[src/rtl/sdc_params.svh]
// Behaviour
// sample every pin on rising clock edge
// each edge steps burst column and outputs
// clock enable low: power-down, self refresh, suspend
// clock enable stays watched during power-down
// power-down and self refresh freeze input receivers
// chip select high masks every command
// running bursts and byte masks survive deselect
// command code from select and three strobes
// write byte dropped where mask high
// read byte high impedance two clocks later
// mask n governs data byte lane n
// bank select picks the addressed bank
// mode load stores bank and address bits
// activate opens twelve-bit row
// eight-bit start column, bit ten auto precharge
// precharge: bit ten all, else one bank
// clock enable may be tied high
// column commands ignore upper address bits
`ifndef SDC_PARAMS_SVH
`define SDC_PARAMS_SVH
`define SDC_ROW_W 12
`define SDC_COL_W 8
`define SDC_BL_W 9
`define SDC_AP_BIT 10
`define SDC_OP_LMR 3'h0
`define SDC_OP_REF 3'h1
`define SDC_OP_PRE 3'h2
`define SDC_OP_ACT 3'h3
`define SDC_OP_WR 3'h4
`define SDC_OP_RD 3'h5
`define SDC_OP_BST 3'h6
`define SDC_STROBES_IDLE 4'hF
`define SDC_ONE_BANK 4'h1
`define SDC_LAST_BEAT 9'h001
`define SDC_COL_STEP 8'h01
`endif

[src/rtl/sdc_pkg.sv]
`default_nettype none
package sdc_pkg;
  typedef enum logic [2:0] {
    PWR_RUN, PWR_SUSPEND, PWR_ACT_DOWN, PWR_PRE_DOWN, PWR_SELF_REF
  } sdc_pwr_e;
  typedef enum logic [3:0] {
    CMD_INHIBIT, CMD_NOP, CMD_ACT, CMD_READ, CMD_WRITE, CMD_BST, CMD_PRE, CMD_REF, CMD_LMR
  } sdc_cmd_e;
endpackage
`default_nettype wire

[src/rtl/sdc_pin_if.sv]
`default_nettype none
`include "sdc_params.svh"
module sdc_pin_if (
  input  wire logic                    core_clk,
  input  wire logic                    rst_n,
  input  wire logic                    cke,
  input  wire logic                    csN,
  input  wire logic                    rasN,
  input  wire logic                    casN,
  input  wire logic                    weN,
  input  wire logic [3:0]              byteMask,
  input  wire logic [1:0]              bankSelect,
  input  wire logic [`SDC_ROW_W-1:0]   addressIn,
  input  wire logic [31:0]             dataIn,
  output logic      [31:0]             dataOut,
  output logic      [31:0]             dataOe,
  input  wire logic [`SDC_BL_W-1:0]    burstLength,
  input  wire logic [31:0]             arrayRdData,
  output logic                         rxEnable,
  output sdc_pkg::sdc_pwr_e            powerState,
  output logic      [3:0]              bankOpen,
  output logic                         actValid,
  output logic      [1:0]              actBank,
  output logic      [`SDC_ROW_W-1:0]   actRow,
  output logic                         refValid,
  output logic                         lmrValid,
  output logic      [`SDC_ROW_W+1:0]   modeOpcode,
  output logic                         arrRdEn,
  output logic                         arrWrEn,
  output logic      [1:0]              arrBank,
  output logic      [`SDC_COL_W-1:0]   arrCol,
  output logic      [31:0]             arrWrData,
  output logic      [3:0]              arrWrByteEn
);
  localparam int PIN_W = 55;
  localparam logic [PIN_W-1:0] PIN_RST = {1'b0, `SDC_STROBES_IDLE, {(PIN_W-5){1'b0}}};

  logic [PIN_W-1:0]        pinMeta_q, pinSync_q, pinSync_d;
  logic                    ckeS, csS, rasS, casS, weS;
  logic [3:0]              maskS;
  logic [1:0]              bankS;
  logic [`SDC_ROW_W-1:0]   addrS;
  logic [31:0]             dataS;
  sdc_pkg::sdc_cmd_e       cmdRaw, cmdLive;
  sdc_pkg::sdc_pwr_e       state_q, state_d;
  logic                    live, susp, startRW, beat, beatWr, beatAp;
  logic [1:0]              beatBank;
  logic [`SDC_COL_W-1:0]   beatCol;
  logic [`SDC_BL_W-1:0]    beatLeft;
  logic [3:0]              bankDec;
  logic [3:0]              bankOpen_q, bankOpen_d;
  logic                    burstAct_q, burstAct_d, burstWr_q, burstWr_d, burstAp_q, burstAp_d;
  logic [1:0]              burstBank_q, burstBank_d;
  logic [`SDC_COL_W-1:0]   burstCol_q, burstCol_d;
  logic [`SDC_BL_W-1:0]    burstLeft_q, burstLeft_d;
  logic                    actValid_d, refValid_d, lmrValid_d, arrRdEn_d, arrWrEn_d;
  logic [1:0]              actBank_d, arrBank_d;
  logic [`SDC_ROW_W-1:0]   actRow_d;
  logic [`SDC_ROW_W+1:0]   modeOpcode_d;
  logic [`SDC_COL_W-1:0]   arrCol_d;
  logic [31:0]             arrWrData_d, dataOut_d;
  logic [3:0]              arrWrByteEn_d, maskD1_q, maskD1_d, oe_q, oe_d;

  assign {ckeS, csS, rasS, casS, weS, maskS, bankS, addrS, dataS} = pinSync_q;
  assign powerState = state_q;
  assign live       = state_q == sdc_pkg::PWR_RUN;
  assign susp       = state_q == sdc_pkg::PWR_SUSPEND;
  assign rxEnable   = live || susp;
  assign bankOpen   = bankOpen_q;

  // receivers off in power-down: only the clock enable keeps being sampled
  always_comb begin
    pinSync_d = pinMeta_q;
    if (!rxEnable) begin
      pinSync_d = {pinMeta_q[PIN_W-1], pinSync_q[PIN_W-2:0]};
    end
  end

  always_comb begin
    cmdRaw = sdc_pkg::CMD_NOP;
    if (csS) begin
      cmdRaw = sdc_pkg::CMD_INHIBIT;
    end else begin
      case ({rasS, casS, weS})
        `SDC_OP_LMR: cmdRaw = sdc_pkg::CMD_LMR;
        `SDC_OP_REF: cmdRaw = sdc_pkg::CMD_REF;
        `SDC_OP_PRE: cmdRaw = sdc_pkg::CMD_PRE;
        `SDC_OP_ACT: cmdRaw = sdc_pkg::CMD_ACT;
        `SDC_OP_WR:  cmdRaw = sdc_pkg::CMD_WRITE;
        `SDC_OP_RD:  cmdRaw = sdc_pkg::CMD_READ;
        `SDC_OP_BST: cmdRaw = sdc_pkg::CMD_BST;
        default:     cmdRaw = sdc_pkg::CMD_NOP;
      endcase
    end
    cmdLive = live ? cmdRaw : sdc_pkg::CMD_NOP;
  end

  // sequential column order only; the eight-bit column wraps from FF to 00
  always_comb begin
    state_d       = state_q;
    bankOpen_d    = bankOpen_q;
    burstAct_d    = burstAct_q;
    burstWr_d     = burstWr_q;
    burstAp_d     = burstAp_q;
    burstBank_d   = burstBank_q;
    burstCol_d    = burstCol_q;
    burstLeft_d   = burstLeft_q;
    actValid_d    = 1'b0;
    actBank_d     = actBank;
    actRow_d      = actRow;
    refValid_d    = cmdLive == sdc_pkg::CMD_REF && ckeS;
    lmrValid_d    = 1'b0;
    modeOpcode_d  = modeOpcode;
    dataOut_d     = dataOut;
    oe_d          = oe_q;
    maskD1_d      = maskD1_q;
    bankDec       = `SDC_ONE_BANK << bankS;
    startRW       = cmdLive == sdc_pkg::CMD_READ || cmdLive == sdc_pkg::CMD_WRITE;
    beat          = startRW || (burstAct_q && !susp);
    beatWr        = startRW ? cmdLive == sdc_pkg::CMD_WRITE : burstWr_q;
    beatCol       = startRW ? addrS[`SDC_COL_W-1:0] : burstCol_q;
    beatAp        = startRW ? addrS[`SDC_AP_BIT] : burstAp_q;
    beatBank      = startRW ? bankS : burstBank_q;
    beatLeft      = startRW ? burstLength : burstLeft_q;
    case (cmdLive)
      sdc_pkg::CMD_ACT: begin
        bankOpen_d = bankOpen_q | bankDec;
        actValid_d = 1'b1;
        actBank_d  = bankS;
        actRow_d   = addrS;
      end
      sdc_pkg::CMD_PRE: begin
        bankOpen_d = addrS[`SDC_AP_BIT] ? 4'h0 : (bankOpen_q & ~bankDec);
      end
      sdc_pkg::CMD_LMR: begin
        lmrValid_d   = 1'b1;
        modeOpcode_d = {bankS, addrS};
      end
      default: begin
      end
    endcase
    if (beat) begin
      burstWr_d   = beatWr;
      burstAp_d   = beatAp;
      burstBank_d = beatBank;
      if (beatLeft <= `SDC_LAST_BEAT) begin
        burstAct_d = 1'b0;
        if (beatAp) begin
          bankOpen_d = bankOpen_d & ~(`SDC_ONE_BANK << beatBank);
        end
      end else begin
        burstAct_d  = 1'b1;
        burstCol_d  = beatCol + `SDC_COL_STEP;
        burstLeft_d = beatLeft - `SDC_LAST_BEAT;
      end
    end
    if (cmdLive == sdc_pkg::CMD_BST) begin
      burstAct_d = 1'b0;
    end
    // suspend holds the array port too but clears arrWrEn: the read in flight lands after wake
    arrRdEn_d     = arrRdEn;
    arrWrEn_d     = 1'b0;
    arrBank_d     = arrBank;
    arrCol_d      = arrCol;
    arrWrData_d   = arrWrData;
    arrWrByteEn_d = arrWrByteEn;
    // output stage frozen in suspend so the host sees the same word again
    if (!susp) begin
      arrRdEn_d     = beat && !beatWr;
      arrWrEn_d     = beat && beatWr;
      arrBank_d     = beatBank;
      arrCol_d      = beatCol;
      arrWrData_d   = dataS;
      arrWrByteEn_d = ~maskS;
      dataOut_d     = arrayRdData;
      oe_d          = {4{arrRdEn}} & ~maskD1_q;
      maskD1_d      = maskS;
    end
    case (state_q)
      sdc_pkg::PWR_RUN: begin
        if (!ckeS) begin
          if (burstAct_q || startRW) begin
            state_d = sdc_pkg::PWR_SUSPEND;
          end else if (cmdRaw == sdc_pkg::CMD_REF) begin
            state_d = sdc_pkg::PWR_SELF_REF;
          end else if (|bankOpen_d) begin
            state_d = sdc_pkg::PWR_ACT_DOWN;
          end else begin
            state_d = sdc_pkg::PWR_PRE_DOWN;
          end
        end
      end
      sdc_pkg::PWR_SUSPEND, sdc_pkg::PWR_ACT_DOWN, sdc_pkg::PWR_PRE_DOWN,
      sdc_pkg::PWR_SELF_REF: begin
        if (ckeS) begin
          state_d = sdc_pkg::PWR_RUN;
        end
      end
      default: state_d = sdc_pkg::PWR_RUN;
    endcase
  end

  always_ff @(posedge core_clk or negedge rst_n) begin
    if (!rst_n) begin
      pinMeta_q   <= PIN_RST;
      pinSync_q   <= PIN_RST;
      state_q     <= sdc_pkg::PWR_PRE_DOWN;
      bankOpen_q  <= 4'h0;
      burstAct_q  <= 1'b0;
      burstWr_q   <= 1'b0;
      burstAp_q   <= 1'b0;
      burstBank_q <= 2'h0;
      burstCol_q  <= '0;
      burstLeft_q <= '0;
      actValid    <= 1'b0;
      actBank     <= 2'h0;
      actRow      <= '0;
      refValid    <= 1'b0;
      lmrValid    <= 1'b0;
      modeOpcode  <= '0;
      arrRdEn     <= 1'b0;
      arrWrEn     <= 1'b0;
      arrBank     <= 2'h0;
      arrCol      <= '0;
      arrWrData   <= 32'h0;
      arrWrByteEn <= 4'h0;
      dataOut     <= 32'h0;
      oe_q        <= 4'h0;
      maskD1_q    <= 4'h0;
    end else begin
      pinMeta_q   <= {cke, csN, rasN, casN, weN, byteMask, bankSelect, addressIn, dataIn};
      pinSync_q   <= pinSync_d;
      state_q     <= state_d;
      bankOpen_q  <= bankOpen_d;
      burstAct_q  <= burstAct_d;
      burstWr_q   <= burstWr_d;
      burstAp_q   <= burstAp_d;
      burstBank_q <= burstBank_d;
      burstCol_q  <= burstCol_d;
      burstLeft_q <= burstLeft_d;
      actValid    <= actValid_d;
      actBank     <= actBank_d;
      actRow      <= actRow_d;
      refValid    <= refValid_d;
      lmrValid    <= lmrValid_d;
      modeOpcode  <= modeOpcode_d;
      arrRdEn     <= arrRdEn_d;
      arrWrEn     <= arrWrEn_d;
      arrBank     <= arrBank_d;
      arrCol      <= arrCol_d;
      arrWrData   <= arrWrData_d;
      arrWrByteEn <= arrWrByteEn_d;
      dataOut     <= dataOut_d;
      oe_q        <= oe_d;
      maskD1_q    <= maskD1_d;
    end
  end

  for (genvar b = 0; b < 4; b++) begin : g_lane
    assign dataOe[8*b +: 8] = {8{oe_q[b]}};
  end
endmodule
`default_nettype wire

[config.mk]
export PLATFORM = sky130hd
export DESIGN_NAME = sdc_pin_if
export DESIGN_NICKNAME = d
export VERILOG_FILES = /design/src/rtl/sdc_pkg.sv /design/src/rtl/sdc_pin_if.sv
export VERILOG_INCLUDE_DIRS = /design/src /design/src/rtl
export SDC_FILE = /design/constraint.sdc
export NUM_CORES = 1
export LEC_CHECK = 0
export BUFFER_PORTS_ARGS = -buffer_cell sky130_fd_sc_hd__buf_2
export CAP_MARGIN = 10
export CORE_ASPECT_RATIO = 2
export CORE_MARGIN = 3
export CORE_UTILIZATION = 45
export CTS_CLUSTER_DIAMETER = 40
export DETAILED_ROUTE_END_ITERATION = 16
export GPL_TIMING_DRIVEN = 0
export HOLD_SLACK_MARGIN = 0.02
export MAX_ROUTING_LAYER = met4
export PLACE_DENSITY = 0.69
export SKIP_CTS_REPAIR_TIMING = 1
export SYNTH_ARGS = -nofsm -noshare
export SYNTH_HDL_FRONTEND = slang
export SYNTH_SLANG_ARGS = --single-unit
[constraint.sdc]
create_clock -name core_clk -period 5.09 [get_ports core_clk]
set_clock_uncertainty 0.1 [all_clocks]
set_input_delay 0.2545 -clock core_clk [delete_from_list [all_inputs] [get_ports core_clk]]
set_output_delay 0.2545 -clock core_clk [all_outputs]
set_load 0.01 [all_outputs]
After elaboration in Yosys (flattened, before gate mapping)
Index checks and enable logic that the tools add are counted.
Widths: inputs -> output; s select.
{"block": "classes", "addsub": 2, "magnitude_cmp": 1, "mux": 25, "shift": 2, "n_eq_ne": 20, "bitwise": 9, "reduce_logical": 17}
{"cell": "$pmux 4 s7", "n": 1}
{"cell": "$mux 4", "n": 6}
{"cell": "$eq 4x3->1 const B", "n": 5}
{"cell": "$not 4->4", "n": 4}
{"cell": "$and 4x4->4", "n": 3}
{"cell": "$eq 3x2->1 const B", "n": 4}
{"cell": "$eq 3x3->1 const B", "n": 4}
{"cell": "$mux 3", "n": 4}
{"cell": "$le 9x1->1 const B", "n": 1}
{"cell": "$mux 1", "n": 9}
{"cell": "$mux 9", "n": 1}
{"cell": "$sub 9x1->9 const B", "n": 1}
{"cell": "$add 8x1->8 const B", "n": 1}
{"cell": "$eq 4x2->1 const B", "n": 2}
{"cell": "$mux 8", "n": 1}
{"cell": "$pmux 4 s2", "n": 1}
{"cell": "$reduce_or 4->1", "n": 2}
{"cell": "$shl 1x2->4 const A", "n": 2}
{"cell": "$eq 3x1->1 const B", "n": 2}
{"cell": "$logic_not 3->1", "n": 2}
{"cell": "$pmux 3 s2", "n": 1}
{"cell": "$eq 4x4->1 const B", "n": 1}
{"cell": "$logic_and 1x1->1", "n": 4}
{"cell": "$logic_or 1x1->1", "n": 4}
{"cell": "7 further kinds", "n": 10}
{"block": "word_totals", "input_bits": 98, "word_cells": 102, "out_inout_bits": 151, "register_bits": 258}

Depth between registers and ports, before layout
Gate-level depths: netlist of run 1.
{"block": "depth", "depth_word": 19, "mapped_depth": 17, "mapped_depth_nobuf": 11}

Worst setup path after synthesis of run 1
Ideal clock, no wire load.
{"block": "synth_timing", "kind": "register to register", "startpoint": "register state_q[2], in the netlist powerState[2]", "endpoint": "register state_q[0], in the netlist powerState[0]", "period_less_slack_ps": 4292, "n_path_buf": 4, "stages_incl_launch_ff": 15, "arrival_time_ps": 4095, "required_ps": 4893, "path_slack_ps": 798, "cell_sequence": "dfrtp_1 -> clkbuf_1 -> or4_4 -> buf_6 -> nor2_1 -> buf_2 -> buf_1 -> mux2i_1 -> ha_1 -> or4b_2 -> nor4_1 -> a41oi_2 -> a221oi_4 -> a21oi_2 -> o41ai_2"}
{"block": "synth_via", "elab_chain_len": 17, "word_cells_on_any_way": 36, "cone_classes": "order compare: 1; eq/ne: 10; shift: 1; mux: 13; bitwise: 2; reduce/logical: 9"}
{"item": "start: declaration", "line": "sdc_pin_if.sv:45", "text": "sdc_pkg::sdc_pwr_e state_q, state_d;"}
{"item": "start signal: assignment", "line": "sdc_pin_if.sv:207", "text": "state_q <= sdc_pkg::PWR_PRE_DOWN;"}
{"item": "start signal: assignment", "line": "sdc_pin_if.sv:233", "text": "state_q <= state_d;"}
{"item": "parallel branches: the longest is 10 deep, another holds $le 9x1->1"}
{"item": "$mux 4 (*)", "line": "sdc_pin_if.sv:142", "text": "if (beat) begin"}
{"item": "via bankOpen_d[2]", "line": "sdc_pin_if.sv:51", "text": "logic [3:0] bankOpen_q, bankOpen_d;"}
{"item": "$reduce_or 4->1 (*)", "line": "sdc_pin_if.sv:186", "text": "end else if (|bankOpen_d) begin"}
{"item": "$mux 1 (*)", "line": "sdc_pin_if.sv:186"}
{"item": "$mux 3 (*)", "line": "sdc_pin_if.sv:184", "text": "end else if (cmdRaw == sdc_pkg::CMD_REF) begin"}
{"item": "$mux 3 (*)", "line": "sdc_pin_if.sv:182", "text": "if (burstAct_q || startRW) begin"}
{"item": "$mux 3 (*)", "line": "sdc_pin_if.sv:181", "text": "if (!ckeS) begin"}
{"item": "$pmux 3 s2 (*)", "line": "sdc_pin_if.sv:179", "text": "case (state_q)"}
Mark *: on every way through the listed nets, which the timed path passes. The select of a mux whose other input is x is not followed.
A chain may end at the register's enable or synchronous reset.

Worst setup path after layout of run 1
{"block": "layout_timing", "startpoint": "register pinSync_q[52]", "endpoint": "register state_q[0], in the netlist powerState[0]"}
{"block": "layout_via", "elab_chain_len": 19, "word_cells_on_any_way": 35, "cone_classes": "order compare: 1; eq/ne: 11; shift: 1; mux: 15; bitwise: 2; reduce/logical: 5"}
{"item": "start: declaration", "line": "sdc_pin_if.sv:38", "text": "logic [PIN_W-1:0] pinMeta_q, pinSync_q, pinSync_d;"}
{"item": "start signal: assignment", "line": "sdc_pin_if.sv:232", "text": "pinSync_q <= pinSync_d;"}
{"item": "$eq 3x3->1 (tied with other cells)", "line": "sdc_pin_if.sv:84", "text": "case ({rasS, casS, weS})"}
{"item": "$pmux 4 s7 (*)", "line": "sdc_pin_if.sv:84"}
{"item": "$mux 4 (*)", "line": "sdc_pin_if.sv:81", "text": "if (csS) begin"}
{"item": "$mux 4 (*)", "line": "sdc_pin_if.sv:95", "text": "cmdLive = live ? cmdRaw : sdc_pkg::CMD_NOP;"}
{"item": "parallel branches: the longest is 8 deep, another holds $le 9x1->1"}
{"item": "$mux 4 (*)", "line": "sdc_pin_if.sv:142"}
{"item": "via bankOpen_d[3]", "line": "sdc_pin_if.sv:51"}
{"item": "$reduce_or 4->1 (*)", "line": "sdc_pin_if.sv:186"}
{"item": "$mux 1 (*)", "line": "sdc_pin_if.sv:186"}
{"item": "$mux 3 (*)", "line": "sdc_pin_if.sv:184"}
{"item": "$mux 3 (*)", "line": "sdc_pin_if.sv:182"}
{"item": "$mux 3 (*)", "line": "sdc_pin_if.sv:181"}
{"item": "$pmux 3 s2 (*)", "line": "sdc_pin_if.sv:179"}
Marks and branches as above.

==> results.md, run 1 <==
* Io pins at 249
* Synth-to-layout area growth at 34.7%
* Tot GR Track Use at 0.219
* Fmax at 212 MHz
* # rows at 77
* Clk sinks at 258
* 1st-iter DRT viols at 457
* Die ar. at 24,500 um^2
* Avg Synthesized Cell Area at 11.2 um^2
* Largest net degree at the start of global routing at 119
* Total grt overflow at 0
* Max-Cap Viols at 0
* Global-route wire length before repair at 41.2 mm
* VDD IR max at 442 uV
* Critical Path AT at 5.05 ns
* Fin. Hold Viols at 0
* Cells along the critical path: clkbuf_1 -> nand2b_1 -> clkbuf_1 -> nor2_2 -> buf_2 -> clkbuf_2 -> mux2i_1 -> ha_1 -> or4b_2 -> nor4_1 -> a41oi_2 -> a221oi_4 -> a21oi_1 -> o41ai_2
* HP Class: input pin to register
* Main area contributors after synthesis: dfrtp_1 (61%), nand2_1 (9.8%), mux2_2 (7.2%)
* Sequential Area at 6470 um^2
* Most frequent CP cell: clkbuf_1
* Routed len/inst at 17.7 um
* RSZ-0062 raised after global routing: no
* Later-pin clock latency in the skew report at 0.54 ns
* Synth top cells by count: nand2_1 (266), dfrtp_1 (248), mux2_2 (65), nor2_1 (46), clkbuf_1 (34)
* Worst slew margin at 0.369
* WP data required at 5.43 ns
* Worst Path Buf+Inv at 4
* Num CTS Buffers at 28
* Slew Viols, Final at 0
* Final wirelength at 27.8 mm
* Number of synthesized flops with an enable pin at 0
* Number of diodes at 0
* Root Driver: clkbuf_16
* Number of detailed-route iterations in the first pass at 5
* R2R setup slack at 0.38 ns
* CP Max Fanout at 10
* CTS tree: built
* Core area at 22,200 um^2
* H-tree depth at 1
* Placer Congestion at 0.902
* Main synth FF type: dfrtp_1
* Longest Clk Path Bufs at 3
* PortBufs at 248
* Final WS setup at 0.379 ns
* Vias at 8,014
* Fillers at 1,850
* Final ANT Viol Nets at 0
* Nets@finish at 1,380
* Critical path class: register to register
* Crit path time final at 4.71 ns
* Run status: finished, final reports clean
* CP max-delay cell: or4b_2
* Period utilization at 0.926
* Final Util at 0.617
* Cell Area, Synth at 10,100 um^2
* Share of cells above drive strength 1 at 0.325
* Crit path largest cell delay at 0.59 ns
* Crit-path leading delay family: simple AND/OR/NAND/NOR gates
* Multi-input logic area at 3220 um^2
* Worst-path clk slew at 0.06 ns
* Synth Register Bits at 258
* Slew @ Worst Pin at 0.940 ns
* Post-detail-place hpwl at 19.6 mm
* Mapped Nets at 1,009
* FFs w/ async S/R, synth at 1.00
* DR DRC count at 0
* Final setup violation count at 0
* Synth area leader: dfrtp_1
* Initial core utilization at 0.458
* Gate Count Post-Synth at 908
* Initial antenna violation count at 0
* YS warnings at 0
* Synth top area share at 0.612
* Top-count cell post-synth: nand2_1
* Die X at 112 um
* Critical Path End Type: register
* Setup slack at placement at 0.138 ns
* Yosys cell types at 55
* Pwr dens at 608 nW/um^2
* Leakage at 6.74 nW
* Type of origin of the critical path: register
* Die extent in y at 218 um
* Tot Pwr at 8.31 mW
* Via density at 5.08
* Seq/Total Area, Yosys at 0.638
* Vias in the first global route at 7,725
-- report_power, final --
part,internal (mW),switching [mW]
clock network,1.20,0.858
registers,2.78,0.485
logic,1.22,1.77
-- layout by cell type (no fill, tap or decap), types with 14 or more instances in the layout --
cell type	count
a21oi_1	29
buf_2	252
buf_4	28
clkbuf_1	39
clkbuf_16	29
dfrtp_1	248
dlygate4sd3_1	91
inv_1	14
mux2_2	65
nand2_1	266
nor2_1	45
o21ai_0	26
o21ai_1	16
-- worst reg2reg max path, delay by kind of cell (launching register included) --
family	cells	cell delay (ns)
AOI/OAI and AO/OA	4	1.07
adders and majority gates	1	0.24
buffers and inverters	4	1.20
DFF	1	0.51
muxes	1	0.30
and+or+nand+nor	4	1.22
-- path summary, 6_finish.rpt --
path                                start        endpoint  cells after the start
hold / removal             burstLength[6]  burstLeft_q[6]                      4
setup reg to reg            pinSync_q[52]   powerState[0]                     14
max in group asynchronous           rst_n   pinSync_q[28]                      3
hold reg to reg             pinMeta_q[54]   pinSync_q[54]                      0
min in group asynchronous           rst_n         oe_q[0]                      2
setup / recovery            pinSync_q[52]   powerState[0]                     14
-- metrics by stage --
| step | TNS [ns] | instances | instance area [um^2] | hold WS, ns |
|---|---|---|---|---|
| floorplan | 0 | 908 | 10100 | -0.141 |
| global placement | -220.18 | 1432 | 11700 | 0.235 |
| detailed placement | 0 | 1434 | 11800 | 0.0653 |
| CTS | 0 | 1486 | 12700 | -0.504 |
| global route | 0 | 1577 | 13700 | 0.0632 |
| finish | 0 | 1577 | 13700 | 0.0540 |
-- cell families after synthesis --
kind of cell             count (synthesis)  share of synthesized area
AO/OA/AOI/OAI                          118                     0.0756
XOR/XNOR                                 4                    0.00345
adder cells (fa/ha/maj)                  3                    0.00370
buffers and inverters                   87                     0.0447
flip-flops                             258                      0.638
multiplexers                            73                     0.0808
AND/OR/NAND/NOR                        365                      0.154
-- final cells by class --
cell class,count,area share
Buffer,73,0.0295
Timing Repair Buffer,341,0.162
Clock inverter,16,0.0133
Multi-Input combinational cell,563,0.236
Inverter,14,0.00385
Clock buffer,36,0.0565
Tap cell,276,0.0253
Sequential cell,258,0.473
-- sequential cells by signal, indices dropped and copies added (netlist names), 8 cells and up --
signal / cells
arrCol: 8
dataOut: 32
pinSync_q: 55
arrWrData: 32
pinMeta_q: 55
burstLeft_q: 9
actRow: 12
modeOpcode: 14
burstCol_q: 8
-- layer usage --
layer | up-vias | wire [um] | global-route usage
met1 | 3884 | 9510 | 0.228
met3 | 106 | 1150 | 0.0324
met2 | 261 | 15400 | 0.382
met4 | 0 | 1760 | 0.138
met5 | - | 0 | -
li1 | 3763 | - | -
(Power assumes the default switching activity.)
==> inputs of run 2 (changes only) <==
Settings changed: CORE_UTILIZATION 45 to 53, PLACE_DENSITY 0.69 to 0.79.
==> results.md, run 2 (synthesized netlist as in run 1, its figures left out) <==
* Run status: finished, final reports clean (unchanged)
* CP Max Fanout at 10 (unchanged)
* Fin. Hold Viols at 0 (unchanged)
* Biggest regs: pinMeta_q (55), pinSync_q (55) (unchanged)
* Synth-to-layout area growth at 33.9% (was 34.7%)
* Flop pwr share at 0.398 (was 0.393)
* DR DRC count at 0 (unchanged)
* Worst Path Buf+Inv at 4 (unchanged)
* Comb pwr share at 0.361 (was 0.360)
* Final setup violation count at 0 (unchanged)
* Crit-path leading delay family: simple AND/OR/NAND/NOR gates (unchanged)
* Core area at 18,800 um^2 (was 22,200 um^2)
* Switching share of total power at 0.377 (was 0.374)
* Crit path largest cell delay at 0.59 ns (about the same)
* HP Class: input pin to register (unchanged)
* RSZ-0062 raised after global routing: no (unchanged)
* Final wirelength at 28.5 mm (was 27.8 mm)
* Root Driver: clkbuf_16 (unchanged)
* Crit path time final at 4.74 ns (was 4.71 ns)
* Final Non-Filler Cells at 1,548 (was 1,577)
* Fillers at 1,368 (was 1,850)
* Later-pin clock latency in the skew report at 0.52 ns (was 0.54 ns)
* Placed Instances at 1,413 (was 1,434)
* Critical path class: register to register (unchanged)
* CTS tree: built (unchanged)
* Final ANT Viol Nets at 0 (unchanged)
* R2R setup slack at 0.35 ns (was 0.38 ns)
* Commonest non-fill, non-tap cell in the layout: nand2_1 (unchanged)
* Vias in the first global route at 7,901 (was 7,725)
* Global-route wire length before repair at 41.6 mm (was 41.2 mm)
* Max-Cap Viols at 0 (unchanged)
* Placer Congestion at 0.918 (was 0.902)
* Io pins at 249 (unchanged)
* Share of cells above drive strength 1 at 0.325 (about the same)
* Nets@finish at 1,376 (was 1,380)
* Worst-path clk slew at 0.07 ns (was 0.06 ns)
* Longest Clk Path Bufs at 3 (unchanged)
* Fmax at 211 MHz (was 212 MHz)
* Via density at 5.30 (was 5.08)
* Cells along the critical path: clkbuf_1 -> or4_4 -> buf_6 -> nor2_2 -> clkbuf_4 -> buf_2 -> mux2i_1 -> ha_1 -> or4b_2 -> nor4_1 -> a41oi_2 -> a221oi_4 -> a21oi_2 -> o41ai_2 (was clkbuf_1 -> nand2b_1 -> clkbuf_1 -> nor2_2 -> buf_2 -> clkbuf_2 -> mux2i_1 -> ha_1 -> or4b_2 -> nor4_1 -> a41oi_2 -> a221oi_4 -> a21oi_1 -> o41ai_2)
* Clock Power Share at 0.240 (was 0.247)
* Total grt overflow at 0 (unchanged)
* Num CTS Buffers at 25 (was 28)
* PortBufs at 248 (unchanged)
* Post-detail-place hpwl at 19.2 mm (was 19.6 mm)
* Number of diodes at 0 (unchanged)
* Most frequent cells in the layout: nand2_1 (266), buf_2 (252), dfrtp_1 (248) (unchanged)
* Number of detailed-route iterations in the first pass at 5 (unchanged)
* Initial core utilization at 0.538 (was 0.458)
* Hold Slack at 0.0510 ns (was 0.0540 ns)
* Crit path to: powerState[0] (unchanged)
* CP startpoint: powerState[2] (was pinSync_q[52])
* Setup Total Neg Slack at 0 ns (unchanged)
* # rows at 71 (was 77)
* Worst slew margin at 0.364 (was 0.369)
* Pwr dens at 611 nW/um^2 (was 608 nW/um^2)
* Die ar. at 20,900 um^2 (was 24,500 um^2)
* Slew Viols, Final at 0 (unchanged)
* Critical Path End Type: register (unchanged)
* Routed len/inst at 18.4 um (was 17.7 um)
* Reg-to-Reg End: powerState[0] (unchanged)
* H-tree depth at 1 (unchanged)
* Vias at 8,199 (was 8,014)
* Clk sinks at 258 (unchanged)
* 1st-iter DRT viols at 441 (was 457)
* Largest net degree at the start of global routing at 109 (was 119)
* Period utilization at 0.932 (was 0.926)
* CP max-delay cell: or4b_2 (unchanged)
* Critical Path AT at 5.06 ns (was 5.05 ns)
* Net load switching power at 3.13 mW (was 3.11 mW)
* Reg-to-Reg Start: powerState[2] (was pinSync_q[52])
* Die extent in y at 202 um (was 218 um)
* Tot GR Track Use at 0.257 (was 0.219)
* Int Power at 5.17 mW (was 5.20 mW)
* Leakage at 6.70 nW (was 6.74 nW)
* Worst Hold Depth at 4 (unchanged)
* WP data required at 5.41 ns (was 5.43 ns)
* Slew @ Worst Pin at 0.947 ns (was 0.940 ns)
* Worst path depth at 14 (unchanged)
* Type of origin of the critical path: register (unchanged)
* Initial antenna violation count at 0 (unchanged)
* Die X at 104 um (was 112 um)
* Reg2Reg Depth at 14 (unchanged)
* VDD IR max at 423 uV (was 442 uV)
[run 2: per-stage QoR]
stage / util / setup slack, ns / power [mW] / instance area [um^2]
6_report: 0.721 / 0.347 / 8.30 / 13600
5_1_grt: 0.721 / 0.0954 / 8.79 / 13600
4_1_cts: 0.672 / 0.0233 / 8.24 / 12700
3_5_place_dp: 0.625 / 0.0389 / 6.22 / 11800
3_3_place_gp: 0.621 / -0.772 / 6.11 / 11700
2_1_floorplan: - / 0.798 / 4.97 / 10100
[run 2: worst min-delay path by stage]
stage                         from              to  slack, ns
floorplan                    rst_n      actBank[0]      -0.14
global placement     pinMeta_q[54]   pinSync_q[54]       0.24
detailed placement           rst_n   pinMeta_q[27]       0.09
CTS                          rst_n   arrWrData[28]      -0.46
global route        burstLength[6]  burstLeft_q[6]       0.04
finish              burstLength[6]  burstLeft_q[6]       0.05
[run 2: routing by layer]
layer  part of all wire  wire length (um)  up-vias  track usage
li1                   -                 -     3747            -
met3              0.054              1550      119       0.0414
met1               0.33              9520     3966        0.274
met4              0.064              1830        0        0.149
met2               0.55             15600      367        0.446
met5                  0                 0        -            -
[run 2: worst register-to-register path: cells and delay by family, from the launching register on]
kind | cells | cell delay (ns)
compound gates | 4 | 1.08
fa+ha+maj | 1 | 0.24
buf+inv | 4 | 0.92
flops | 1 | 0.40
mux | 1 | 0.28
simple gates | 4 | 1.61
[run 2: layout make-up]
type,count,area (um^2),share of cell area
buffer,72,402,0.0296
clock buffer,29,661,0.0487
clock inverter,16,233,0.0171
inverter,14,52.6,0.00387
multi-input combinational,563,3230,0.238
sequential,258,6470,0.476
tap,255,319,0.0235
timing repair buffer,341,2220,0.163
[run 2: power by group through the flow]
| stage | Sequential [mW] | Clock, mW | Combinational [mW] |
|---|---|---|---|
| CTS | 3.27 | 2.03 | 2.94 |
| finish | 3.31 | 1.99 | 3.00 |
| detailed placement | 3.30 | 0 | 2.92 |
| global placement | 3.27 | 0 | 2.84 |
| global route | 3.39 | 2.11 | 3.29 |
| floorplan | 3.41 | 0 | 1.56 |
